### src/design/pin_ctrl_pkg.sv
/*
 * Constants, types and timing figures for the wake, interrupt-pulse and
 * power-synchronisation pin logic.
 * Assumes a single 40 MHz clock domain; analog comparators outside this
 * block deliver the wake threshold results as synchronous digital levels.
 */
//
// Summary of operation
// RL1: Wake above high threshold: bias on, state 1.
// RL2: Wake below digital low threshold: state 0.
// RL3: Standby and both analog-low: bias off.
// RL4: Wake inputs judged as levels, not edges.
// RL5: Wake change accepted after stable filter time.
// RL6: Each interrupt event pulls output low once; events that arrive in one cycle or during one pulse share a single pulse.
// RL7: Interrupt pulse lasts nominally 100 microseconds.
// RL8: Masked sources produce no pulse.
// RL9: Main logic raises supply, wake, comm interrupts.
// RL10: Fail-safe logic raises monitor and watchdog interrupts.
// RL11: Sync waits only when enable bit set.
// RL12: Partner select: 0 twin, 1 external PMIC.
// RL13: Twin mode halts before pre-regulator until ready.
// RL14: PMIC mode halts after start until power-good.
// RL15: Pre-regulator off delay 250 us or 32 ms.
// RL16: Sync line feedback filtered about 10 us.
// RL17: Sync pin driven only low, open drain.
package pin_ctrl_pkg;

	// ==========================================================
	// Clock and timing
	localparam int CLK_KHZ = 40000;
	localparam int WAKE_FILT_US = 70;
	localparam int IRQ_PULSE_US = 100;
	localparam int SYNC_FILT_US = 10;
	localparam int OFF_DLY_SHORT_US = 250;
	localparam int OFF_DLY_LONG_MS = 32;
	localparam int WAKE_FILT_CYC = WAKE_FILT_US * CLK_KHZ / 1000;
	localparam int IRQ_PULSE_CYC = IRQ_PULSE_US * CLK_KHZ / 1000;
	localparam int SYNC_FILT_CYC = SYNC_FILT_US * CLK_KHZ / 1000;
	localparam int OFF_DLY_SHORT_CYC = OFF_DLY_SHORT_US * CLK_KHZ / 1000;
	localparam int OFF_DLY_LONG_CYC = OFF_DLY_LONG_MS * CLK_KHZ;

	// ==========================================================
	// Interrupt sources
	localparam int MAIN_SRC_N = 23;
	localparam int FS_SRC_N = 12;
	localparam int SRC_N = MAIN_SRC_N + FS_SRC_N;
	localparam int SRC_WAKE_A = 20;
	localparam int SRC_WAKE_B = 21;

	// ==========================================================
	// Register map
	localparam logic [3:0] REG_STAT_MAIN = 4'h0;
	localparam logic [3:0] REG_STAT_FS = 4'h1;
	localparam logic [3:0] REG_MASK_MAIN = 4'h2;
	localparam logic [3:0] REG_MASK_FS = 4'h3;
	localparam logic [3:0] REG_CTRL = 4'h4;
	localparam logic [3:0] REG_STATE = 4'h5;
	localparam logic [31:0] MASK_RESET = 32'h0000_0000;
	localparam logic [3:0] CTRL_RESET = 4'h0;
	localparam int CTRL_SYNC_EN = 0;
	localparam int CTRL_PARTNER = 1;
	localparam int CTRL_OFF_EXT = 2;
	localparam int CTRL_STANDBY = 3;

	// ==========================================================
	// Types
	typedef struct packed {
		logic [3:0] addr;
		logic [31:0] wdata;
		logic wr;
		logic rd;
	} bus_req_t;

	typedef struct packed {
		logic above_high;
		logic below_low;
		logic below_analog_low;
	} wake_cmp_t;

	typedef enum logic [2:0] {
		SEQ_OFF = 3'b000,
		SEQ_SYNC_PRE = 3'b001,
		SEQ_PRE_ON = 3'b011,
		SEQ_SYNC_POST = 3'b010,
		SEQ_RUN = 3'b110,
		SEQ_OFF_DLY = 3'b100
	} seq_t;

endpackage

### src/design/pin_ctrl.sv
/*
 * Wake qualification, interrupt pulse generation and power-sync sequencing.
 * Assumes all inputs synchronous to CLK, an external pull-up on both
 * open-drain pins and a host that clears status by writing ones.
 */
// Design decisions made here: the plain strobed port and the placing of the registers.
`timescale 1ns/10ps
module pin_ctrl
	import pin_ctrl_pkg::*;
#(
	parameter int OFF_LONG_CYC = OFF_DLY_LONG_CYC,
	parameter int WAKE_CYC = WAKE_FILT_CYC,
	parameter int PULSE_CYC = IRQ_PULSE_CYC
) (
	input wire logic CLK,
	input wire logic RST,
	input wire logic CE,
	input wire logic [3:0] ADDR,
	input wire logic [31:0] WDATA,
	input wire logic WR,
	input wire logic RD,
	output logic [31:0] RDATA,
	input wire wake_cmp_t WAKE_INPUT_A,
	input wire wake_cmp_t WAKE_INPUT_B,
	input wire logic [MAIN_SRC_N-4:0] MAIN_EVENTS,
	input wire logic COMM_ERROR_IRQ,
	input wire logic [FS_SRC_N-1:0] FS_EVENTS,
	input wire logic POWER_REQ,
	input wire logic POWER_SYNC_LINE_I,
	output logic POWER_SYNC_LINE_O,
	output logic POWER_SYNC_LINE_OE,
	output logic IRQ_PULSE_OUT_N_O,
	output logic IRQ_PULSE_OUT_N_OE,
	output logic IRQ,
	output logic INTERNAL_BIAS_SUPPLY,
	output logic PRE_REGULATOR,
	output logic SEQ_DONE
);

	localparam int CW = 24;

	// All counters share one width, so every count must stay below its ceiling.
	if (WAKE_CYC < 1 || PULSE_CYC < 1 || OFF_LONG_CYC <= OFF_DLY_SHORT_CYC
		|| OFF_LONG_CYC >= 2 ** CW) begin
		$error("pin_ctrl: illegal timing parameters");
	end

	function automatic logic [CW-1:0] next_count(input logic hold, input logic [CW-1:0] c);
		next_count = hold ? ((c == '1) ? c : c + CW'(1)) : '0;
	endfunction

	// ==========================================================
	// Wake filtering
	logic [1:0] wake_q, wake_d;
	logic [CW-1:0] wcnt_a_q, wcnt_a_d, wcnt_b_q, wcnt_b_d;
	logic bias_q, bias_d;
	logic stby_q;
	logic [1:0] req_lvl, wake_edge;

	always_comb begin
		// Inputs in the hysteresis band hold the present level.
		req_lvl[0] = WAKE_INPUT_A.above_high ? 1'b1 : (WAKE_INPUT_A.below_low ? 1'b0 : wake_q[0]); // [RL4]
		req_lvl[1] = WAKE_INPUT_B.above_high ? 1'b1 : (WAKE_INPUT_B.below_low ? 1'b0 : wake_q[1]); // [RL4]
		// A bounce back to the old level restarts the count, so only a steady level is taken.
		wcnt_a_d = next_count(req_lvl[0] != wake_q[0], wcnt_a_q);
		wcnt_b_d = next_count(req_lvl[1] != wake_q[1], wcnt_b_q);
		wake_d = wake_q;
		if (wcnt_a_q >= CW'(WAKE_CYC - 1) && req_lvl[0] != wake_q[0])
			wake_d[0] = req_lvl[0]; // [RL1] [RL2] [RL5]
		if (wcnt_b_q >= CW'(WAKE_CYC - 1) && req_lvl[1] != wake_q[1])
			wake_d[1] = req_lvl[1]; // [RL1] [RL2] [RL5]
		wake_edge = wake_d ^ wake_q;
		bias_d = bias_q;
		if (WAKE_INPUT_A.above_high || WAKE_INPUT_B.above_high)
			bias_d = 1'b1; // [RL1]
		else if (stby_q && WAKE_INPUT_A.below_analog_low && WAKE_INPUT_B.below_analog_low)
			bias_d = 1'b0; // [RL3]
	end

	always_ff @(posedge CLK or posedge RST) begin
		if (RST) begin
			wake_q <= 2'h0;
			wcnt_a_q <= '0;
			wcnt_b_q <= '0;
			bias_q <= 1'b0;
		end else if (CE) begin
			wake_q <= wake_d;
			wcnt_a_q <= wcnt_a_d;
			wcnt_b_q <= wcnt_b_d;
			bias_q <= bias_d;
		end
	end

	assign INTERNAL_BIAS_SUPPLY = bias_q;

	// ==========================================================
	// Interrupt status, mask and pulse
	logic [SRC_N-1:0] stat_q, stat_d, mask_q, mask_d, events, clr;
	logic [3:0] ctrl_q, ctrl_d;
	logic [CW-1:0] pcnt_q, pcnt_d;
	logic pulse_q, pulse_d, pend_q, pend_d;
	logic [31:0] rdata_q, rdata_d;
	bus_req_t req;
	seq_t seq_q, seq_d;

	assign req = '{addr: ADDR, wdata: WDATA, wr: WR, rd: RD};
	assign stby_q = ctrl_q[CTRL_STANDBY];

	always_comb begin
		// Status layout: main events, wake A and B transitions, comm error, then fail-safe sources.
		events = {FS_EVENTS, COMM_ERROR_IRQ, wake_edge, MAIN_EVENTS}; // [RL9] [RL10]
		clr = '0;
		mask_d = mask_q;
		ctrl_d = ctrl_q;
		if (req.wr) begin
			unique case (req.addr)
				REG_STAT_MAIN: clr[MAIN_SRC_N-1:0] = req.wdata[MAIN_SRC_N-1:0];
				REG_STAT_FS: clr[SRC_N-1:MAIN_SRC_N] = req.wdata[FS_SRC_N-1:0];
				REG_MASK_MAIN: mask_d[MAIN_SRC_N-1:0] = req.wdata[MAIN_SRC_N-1:0];
				REG_MASK_FS: mask_d[SRC_N-1:MAIN_SRC_N] = req.wdata[FS_SRC_N-1:0];
				REG_CTRL: ctrl_d = req.wdata[3:0];
				default: ;
			endcase
		end
		// A new event wins over a clear in the same cycle.
		stat_d = (stat_q & ~clr) | events;
		// Unmasked events that arrive during a pulse are kept pending.
		pend_d = pend_q | (|(events & ~mask_q)); // [RL6] [RL8]
		// A queued pulse starts one cycle after the last ends, so the host sees a fresh falling edge.
		pulse_d = pulse_q;
		pcnt_d = pcnt_q;
		if (pulse_q) begin
			pcnt_d = pcnt_q + CW'(1);
			if (pcnt_q == CW'(PULSE_CYC - 1))
				pulse_d = 1'b0; // [RL7]
		end else if (pend_q) begin
			pulse_d = 1'b1; // [RL6]
			pcnt_d = '0;
			pend_d = |(events & ~mask_q);
		end
		rdata_d = 32'h0000_0000;
		if (req.rd) begin
			unique case (req.addr)
				REG_STAT_MAIN: rdata_d = 32'(stat_q[MAIN_SRC_N-1:0]);
				REG_STAT_FS: rdata_d = 32'(stat_q[SRC_N-1:MAIN_SRC_N]);
				REG_MASK_MAIN: rdata_d = 32'(mask_q[MAIN_SRC_N-1:0]);
				REG_MASK_FS: rdata_d = 32'(mask_q[SRC_N-1:MAIN_SRC_N]);
				REG_CTRL: rdata_d = 32'(ctrl_q);
				REG_STATE: rdata_d = {24'h00_0000, bias_q, wake_q, seq_q, pulse_q, pend_q};
				default: rdata_d = 32'h0000_0000;
			endcase
		end
	end

	always_ff @(posedge CLK or posedge RST) begin
		if (RST) begin
			stat_q <= '0;
			mask_q <= SRC_N'(MASK_RESET);
			ctrl_q <= CTRL_RESET;
			pcnt_q <= '0;
			pulse_q <= 1'b0;
			pend_q <= 1'b0;
			rdata_q <= 32'h0000_0000;
		end else if (CE) begin
			stat_q <= stat_d;
			mask_q <= mask_d;
			ctrl_q <= ctrl_d;
			pcnt_q <= pcnt_d;
			pulse_q <= pulse_d;
			pend_q <= pend_d;
			rdata_q <= rdata_d;
		end
	end

	assign RDATA = rdata_q;
	assign IRQ = |(stat_q & ~mask_q);
	assign IRQ_PULSE_OUT_N_O = 1'b0;
	assign IRQ_PULSE_OUT_N_OE = ~pulse_q; // [RL6]

	// ==========================================================
	// Power sequencing with sync line
	logic sync_q, sync_d, drive_q, drive_d;
	logic [CW-1:0] scnt_q, scnt_d, dcnt_q, dcnt_d;
	logic sync_en, partner_pmic, off_ext;

	always_comb begin
		sync_en = ctrl_q[CTRL_SYNC_EN];
		partner_pmic = ctrl_q[CTRL_PARTNER]; // [RL12]
		off_ext = ctrl_q[CTRL_OFF_EXT];
		scnt_d = next_count(POWER_SYNC_LINE_I != sync_q, scnt_q);
		sync_d = sync_q;
		if (POWER_SYNC_LINE_I != sync_q && scnt_q >= CW'(SYNC_FILT_CYC - 1))
			sync_d = POWER_SYNC_LINE_I; // [RL16]
		seq_d = seq_q;
		dcnt_d = '0;
		drive_d = 1'b0;
		unique case (seq_q)
			SEQ_OFF: if (POWER_REQ)
				seq_d = (sync_en && !partner_pmic) ? SEQ_SYNC_PRE : SEQ_PRE_ON; // [RL11]
			SEQ_SYNC_PRE: begin
				// Release our hold; the shared line rises once the twin also releases.
				if (!POWER_REQ)
					seq_d = SEQ_OFF;
				else if (sync_q)
					seq_d = SEQ_PRE_ON; // [RL13]
			end
			SEQ_PRE_ON: seq_d = (sync_en && partner_pmic) ? SEQ_SYNC_POST : SEQ_RUN; // [RL11]
			SEQ_SYNC_POST: begin
				if (!POWER_REQ)
					seq_d = SEQ_OFF_DLY;
				else if (sync_q)
					seq_d = SEQ_RUN; // [RL14]
			end
			SEQ_RUN: if (!POWER_REQ)
				seq_d = SEQ_OFF_DLY;
			// Only the long delay is a parameter, so a bench can shorten it without touching the default.
			SEQ_OFF_DLY: begin
				dcnt_d = dcnt_q + CW'(1);
				if (dcnt_q == CW'((off_ext ? OFF_LONG_CYC : OFF_DLY_SHORT_CYC) - 1))
					seq_d = SEQ_OFF; // [RL15]
			end
		endcase
		// Before power-up the line is held low so the partner waits on us.
		if (sync_en && (seq_q == SEQ_OFF || seq_q == SEQ_OFF_DLY) && seq_d != SEQ_SYNC_PRE)
			drive_d = 1'b1;
	end

	always_ff @(posedge CLK or posedge RST) begin
		if (RST) begin
			sync_q <= 1'b0;
			scnt_q <= '0;
			dcnt_q <= '0;
			seq_q <= SEQ_OFF;
			drive_q <= 1'b0;
		end else if (CE) begin
			sync_q <= sync_d;
			scnt_q <= scnt_d;
			dcnt_q <= dcnt_d;
			seq_q <= seq_d;
			drive_q <= drive_d;
		end
	end

	assign POWER_SYNC_LINE_O = 1'b0; // [RL17]
	assign POWER_SYNC_LINE_OE = ~drive_q; // [RL17]
	assign PRE_REGULATOR = seq_q inside {SEQ_PRE_ON, SEQ_SYNC_POST, SEQ_RUN, SEQ_OFF_DLY};
	assign SEQ_DONE = seq_q == SEQ_RUN;

	// ==========================================================
	// Checks
	logic [CW-1:0] low_len;
	always_ff @(posedge CLK or posedge RST) begin
		if (RST)
			low_len <= '0;
		else if (CE)
			low_len <= pulse_q ? low_len + CW'(1) : '0;
	end

	pulse_len_a: assert property (@(posedge CLK) disable iff (RST) low_len <= CW'(PULSE_CYC)) // [RL7]
		else $error("interrupt pulse too long");
	pulse_start_a: assert property (@(posedge CLK) disable iff (RST)
		CE && !pulse_q && pend_q |=> pulse_q) // [RL6]
		else $error("pending interrupt gave no pulse");
	mask_block_a: assert property (@(posedge CLK) disable iff (RST)
		CE && !pend_q && !pulse_q && (events & ~mask_q) == '0 |=> !pend_q && !pulse_q) // [RL8]
		else $error("masked source raised a pulse");
	bias_on_a: assert property (@(posedge CLK) disable iff (RST)
		CE && WAKE_INPUT_A.above_high |=> bias_q) // [RL1]
		else $error("bias not started on wake");
	bias_off_a: assert property (@(posedge CLK) disable iff (RST)
		CE && stby_q && !WAKE_INPUT_A.above_high && !WAKE_INPUT_B.above_high
		&& WAKE_INPUT_A.below_analog_low && WAKE_INPUT_B.below_analog_low |=> !bias_q) // [RL3]
		else $error("bias not stopped in standby");
	wake_stable_a: assert property (@(posedge CLK) disable iff (RST)
		CE && $changed(wake_q[0]) |-> $past(wcnt_a_q) >= CW'(WAKE_CYC - 1)) // [RL5]
		else $error("wake accepted before filter time");
	sync_hold_a: assert property (@(posedge CLK) disable iff (RST)
		seq_q == SEQ_SYNC_POST && !sync_q && POWER_REQ && CE |=> seq_q == SEQ_SYNC_POST) // [RL14]
		else $error("sequence passed without power-good");
	twin_wait_a: assert property (@(posedge CLK) disable iff (RST)
		seq_q == SEQ_SYNC_PRE && !sync_q |=> !PRE_REGULATOR) // [RL13]
		else $error("pre-regulator started before twin ready");
	no_sync_a: assert property (@(posedge CLK) disable iff (RST)
		CE && !ctrl_q[CTRL_SYNC_EN] && seq_q == SEQ_OFF && POWER_REQ |=> seq_q == SEQ_PRE_ON) // [RL11]
		else $error("sequence waited with sync disabled");
	wake_b_filter_a: assert property (@(posedge CLK) disable iff (RST)
		CE && $changed(wake_q[1]) |-> $past(wcnt_b_q) >= CW'(WAKE_CYC - 1)) // [RL5]
		else $error("wake B accepted before filter time");
	bias_on_b_a: assert property (@(posedge CLK) disable iff (RST)
		CE && WAKE_INPUT_B.above_high |=> bias_q) // [RL1]
		else $error("bias not started on wake B");
	sync_filter_a: assert property (@(posedge CLK) disable iff (RST)
		CE && $changed(sync_q) |-> $past(scnt_q) >= CW'(SYNC_FILT_CYC - 1)) // [RL16]
		else $error("sync level accepted before filter time");
	off_delay_a: assert property (@(posedge CLK) disable iff (RST)
		CE && seq_q == SEQ_OFF_DLY && dcnt_q < CW'(OFF_DLY_SHORT_CYC - 1) |=> PRE_REGULATOR) // [RL15]
		else $error("pre-regulator dropped before off delay");
	sync_release_a: assert property (@(posedge CLK) disable iff (RST)
		CE && !ctrl_q[CTRL_SYNC_EN] |=> POWER_SYNC_LINE_OE) // [RL11]
		else $error("sync line driven while disabled");
	pend_keep_a: assert property (@(posedge CLK) disable iff (RST)
		CE && pulse_q && (events & ~mask_q) != '0 |=> pend_q) // [RL6]
		else $error("event during pulse was lost");
	stat_set_a: assert property (@(posedge CLK) disable iff (RST)
		CE && events[SRC_WAKE_A] |=> stat_q[SRC_WAKE_A]) // [RL9]
		else $error("wake transition not recorded");

endmodule

### config.mk
export PLATFORM = sky130hd
export DESIGN_NAME = pin_ctrl
export DESIGN_NICKNAME = d
export VERILOG_FILES = /design/src/design/pin_ctrl_pkg.sv /design/src/design/pin_ctrl.sv
export SDC_FILE = /design/constraint.sdc
export NUM_CORES = 1
export LEC_CHECK = 0
export BUFFER_PORTS_ARGS = -buffer_cell sky130_fd_sc_hd__buf_4
export CAP_MARGIN = 20
export CORE_UTILIZATION = 30
export DETAILED_ROUTE_END_ITERATION = 10
export PLACE_DENSITY = 0.55
export SKIP_LAST_GASP = 1
export SYNTH_ARGS = -nofsm -noshare
export SYNTH_HDL_FRONTEND = slang
export SYNTH_SLANG_ARGS = --single-unit
### constraint.sdc
create_clock -name CLK -period 6.9 [get_ports CLK]
set_clock_uncertainty 0.05 [all_clocks]
set_input_delay 0.69 -clock CLK [delete_from_list [all_inputs] [get_ports CLK]]
set_output_delay 0.69 -clock CLK [all_outputs]
set_load 0.02 [all_outputs]
==> results_dict.tcl <==
set metrics [dict create \
    die-area_sq_um 41500 \
    globalRouteOverflowTotal 0 \
    grt_antenna_before_repair 3 \
    final_nets 1450 \
    peakVddDrop_mv 0.163 \
    synthCells 1285 \
    worstSkewPairLatency_ps 560 \
    fin_tns_setup_ps 0 \
    antenna_cells 0 \
    cts_max_level 1 \
    rr_worst_depth 7 \
    rsz0062_at_grt "no" \
    vias 10338 \
    numPortBuffers 101 \
    core_area_sq_um 39900 \
    holdBufCountCts 0 \
    power_density_nw_per_um2 245 \
    grt_pass1_vias 10164 \
    cts.sinks 227 \
    synth_cell_types 88 \
    ys_ff_latch 227 \
    max_cap_viol_count 0 \
    worstSetupPathType "reg2out" \
    seq_area_frac_synth_pct 46.5 \
    r2r-start "wcnt_b_q[0]$_DFFE_PP0P_" \
    first_iter_violations 808 \
    fp-row-count 73 \
    place_congestion 0.835 \
    ff2ff_setup_slack_ps 4360 \
    nFillCells 4020 \
    routed_via_density 5.44 \
    outcome "completed" \
    hold_path.class "in2async" \
    grt_pass1_wl_microns 56600 \
    r2r-end "wcnt_b_q[14]$_DFFE_PP0P_" \
    ys.flop_type "dfrtp_1" \
    cts_resized 0 \
    die_w_microns 204 \
    syn_area_sq_um 12200 \
    max-clock-path-buffers 3 \
    finalSetupViolCount 0 \
    wl_per_cell_microns 18.5 \
    routed_wirelength_microns 35300 \
    leakagePower_uw 0.00624 \
    dp_hpwl_microns 24200 \
    maxSlewHeadroom_pct 24.1 \
    ant_nets 0 \
    period_share_pct 44.2 \
    drc_errors 0 \
    arrival_ps 2310 \
    num_io_pins 122 \
    initial_core_util_pct 30.6 \
    slew_viol_final 0 \
    synthArstFlopShare_pct 100 \
    cts-root-buf "clkbuf_16" \
    placed_area_sq_um 13400 \
    synthToLayoutAreaGrowth_pct 16.4 \
    fin_total_pwr_uw 3470 \
    dr.pass1.iters 5 \
    cts_tree "yes" \
    fin_crit_ps 3050 \
    finalHoldViolCount 0 \
    worstSetupEndpointType "output pin" \
    cts_setup_buffers 0 \
    yosys_warnings 0 \
    fmax_ghz 0.328 \
    numCtsBuffers 26 \
    synth_edf_count 0 \
    layout-drive-gt1-share_pct 14.9 \
    syn_avg_cell_area_sq_um 9.50 \
    design_area_sq_um 14200 \
    path_clk_slew_ps 60 \
    die_y_microns 204 \
    grt_usage_pct 17.0 \
    grt_start_max_net_pins 183 \
    tightest_slew_ps 1140 \
    worst_setup_path_start_kind "flop" \
    cp.required_ps 6160 \
    critical_path.max_fanout 3 \
]
metal layers:
metal	routed length [microns]	share of wire, %	global-route usage (%)
met1	15800	45	22.8
met2	16300	46	27.3
met3	2120	6.0	3.32
met4	1020	2.9	6.04
met5	32	0.091	0
critical path, cell delays in order (launching register included):
cell       delay (ps)
dfrtp_1           400
nor2b_1           140
a21oi_1           140
o221ai_1          130
a2111oi_0         540
nand3_1           210
buf_4             210
synth_stat cells (14+ instances only):
| cell type | number | share of area [%] |
|---|---|---|
| o2bb2ai_1 | 18 | 1.3 |
| clkbuf_1 | 40 | 1.2 |
| o21ai_0 | 63 | 2.6 |
| or3_1 | 18 | 0.92 |
| nor4_1 | 31 | 1.6 |
| xnor2_1 | 25 | 1.8 |
| mux2_2 | 21 | 1.9 |
| xor2_1 | 19 | 1.4 |
| o22ai_1 | 15 | 0.77 |
| o31ai_1 | 23 | 1.4 |
| a22o_1 | 31 | 2.2 |
| and3_1 | 26 | 1.3 |
| nand2b_1 | 15 | 0.77 |
| dfrtp_1 | 227 | 47 |
| a21oi_1 | 47 | 1.9 |
| inv_1 | 61 | 1.9 |
| nand3_1 | 45 | 1.8 |
| nand2_1 | 142 | 4.4 |
| nor3_1 | 19 | 0.78 |
| buf_2 | 16 | 0.66 |
| or4_1 | 15 | 0.92 |
| o21ai_1 | 20 | 0.82 |
| and4_1 | 14 | 1.0 |
| nand4_1 | 31 | 1.6 |
| a22oi_1 | 15 | 0.92 |
| nor2_1 | 85 | 2.6 |
metrics by stage:
step | utilization, % | hold slack [ps] | instances | setup slack (ps)
detailed placement | 33.6 | 425 | 1858 | 3820
floorplan | - | 411 | 1295 | 3190
global route | 35.6 | 319 | 1901 | 3760
CTS | 35.6 | 282 | 1899 | 3870
finish | 35.6 | 290 | 1901 | 3850
global placement | 33.6 | 420 | 1858 | 3820
placed cells by master, fill, tap and decap left out, types with 5 or more instances in the layout:
cell,Yosys,layout
o2111ai_1,6,6
o31ai_1,23,23
xor2_1,19,19
dfrtp_1,227,227
or4_1,15,15
o2bb2ai_1,18,18
and3_1,26,26
and2_1,9,9
a22oi_1,15,15
o21ai_1,20,20
mux2i_1,12,12
nand2b_1,15,15
nor3_1,19,19
a31oi_1,12,12
xnor2_1,25,25
a22o_1,31,31
nand2_1,142,142
a222oi_1,9,9
o22ai_1,15,15
and4_1,14,14
a2111oi_0,5,5
o21ai_0,63,63
clkbuf_1,40,7
nor2_1,85,85
mux2_2,21,21
ha_1,5,5
buf_4,11,112
clkbuf_16,0,26
nand4_1,31,31
inv_1,61,60
or3_1,18,18
nor2b_1,12,12
mux2_1,11,11
a21o_1,12,12
nand3_1,45,45
a21oi_1,47,47
nor4_1,31,30
conb_1,1,11
kinds of logic after synthesis:
logic type	Yosys count	synth area share, %
compound gates	326	18.9
xor+xnor	44	3.16
fa+ha+maj	5	0.513
buf+inv	138	4.93
flops	227	46.5
mux	44	3.94
other cells	1	0.0307
simple gates	500	22.0
power by group:
part,switching (uW),internal [uW],leakage [uW]
sequential,156,1450,0.00289
clock,550,755,0.000383
combinational,346,221,0.00296
how the worst max path moves through the flow:
| stage | startpoint | endpoint | slack, ps | cells after the start |
|---|---|---|---|---|
| after floorplan | RST | INTERNAL_BIAS_SUPPLY$_DFFE_PP0P_ | 3190 | 1 |
| after global placement | CE | pend_q$_DFFE_PP0P_ | 3820 | 6 |
| after detailed placement | CE | pcnt_q[23]$_DFFE_PP0P_ | 3820 | 6 |
| after CTS | stat_q[1]$_DFFE_PP0P_ | IRQ | 3870 | 6 |
| after global routing | stat_q[1]$_DFFE_PP0P_ | IRQ | 3760 | 6 |
| final | stat_q[1]$_DFFE_PP0P_ | IRQ | 3850 | 6 |
layout make-up:
class	instances	area [sq um]	area share (%)
flip-flops and latches	227	5680	40.0
multi-input cells	930	5970	42.1
repair buffers	115	873	6.15
clock inverters	5	61.3	0.432
inverters	63	240	1.69
clock buffers	36	718	5.06
well taps	525	657	4.62
registers in the layout, summed over array words and instances, names as in the netlist, 4 cells and up:
register	count
pcnt_q	24
wcnt_b_q	24
wcnt_a_q	24
dcnt_q	24
ctrl_q	4
scnt_q	24
mask_q	35
stat_q	35
RDATA	23
Power figures use the tool's default switching activity.
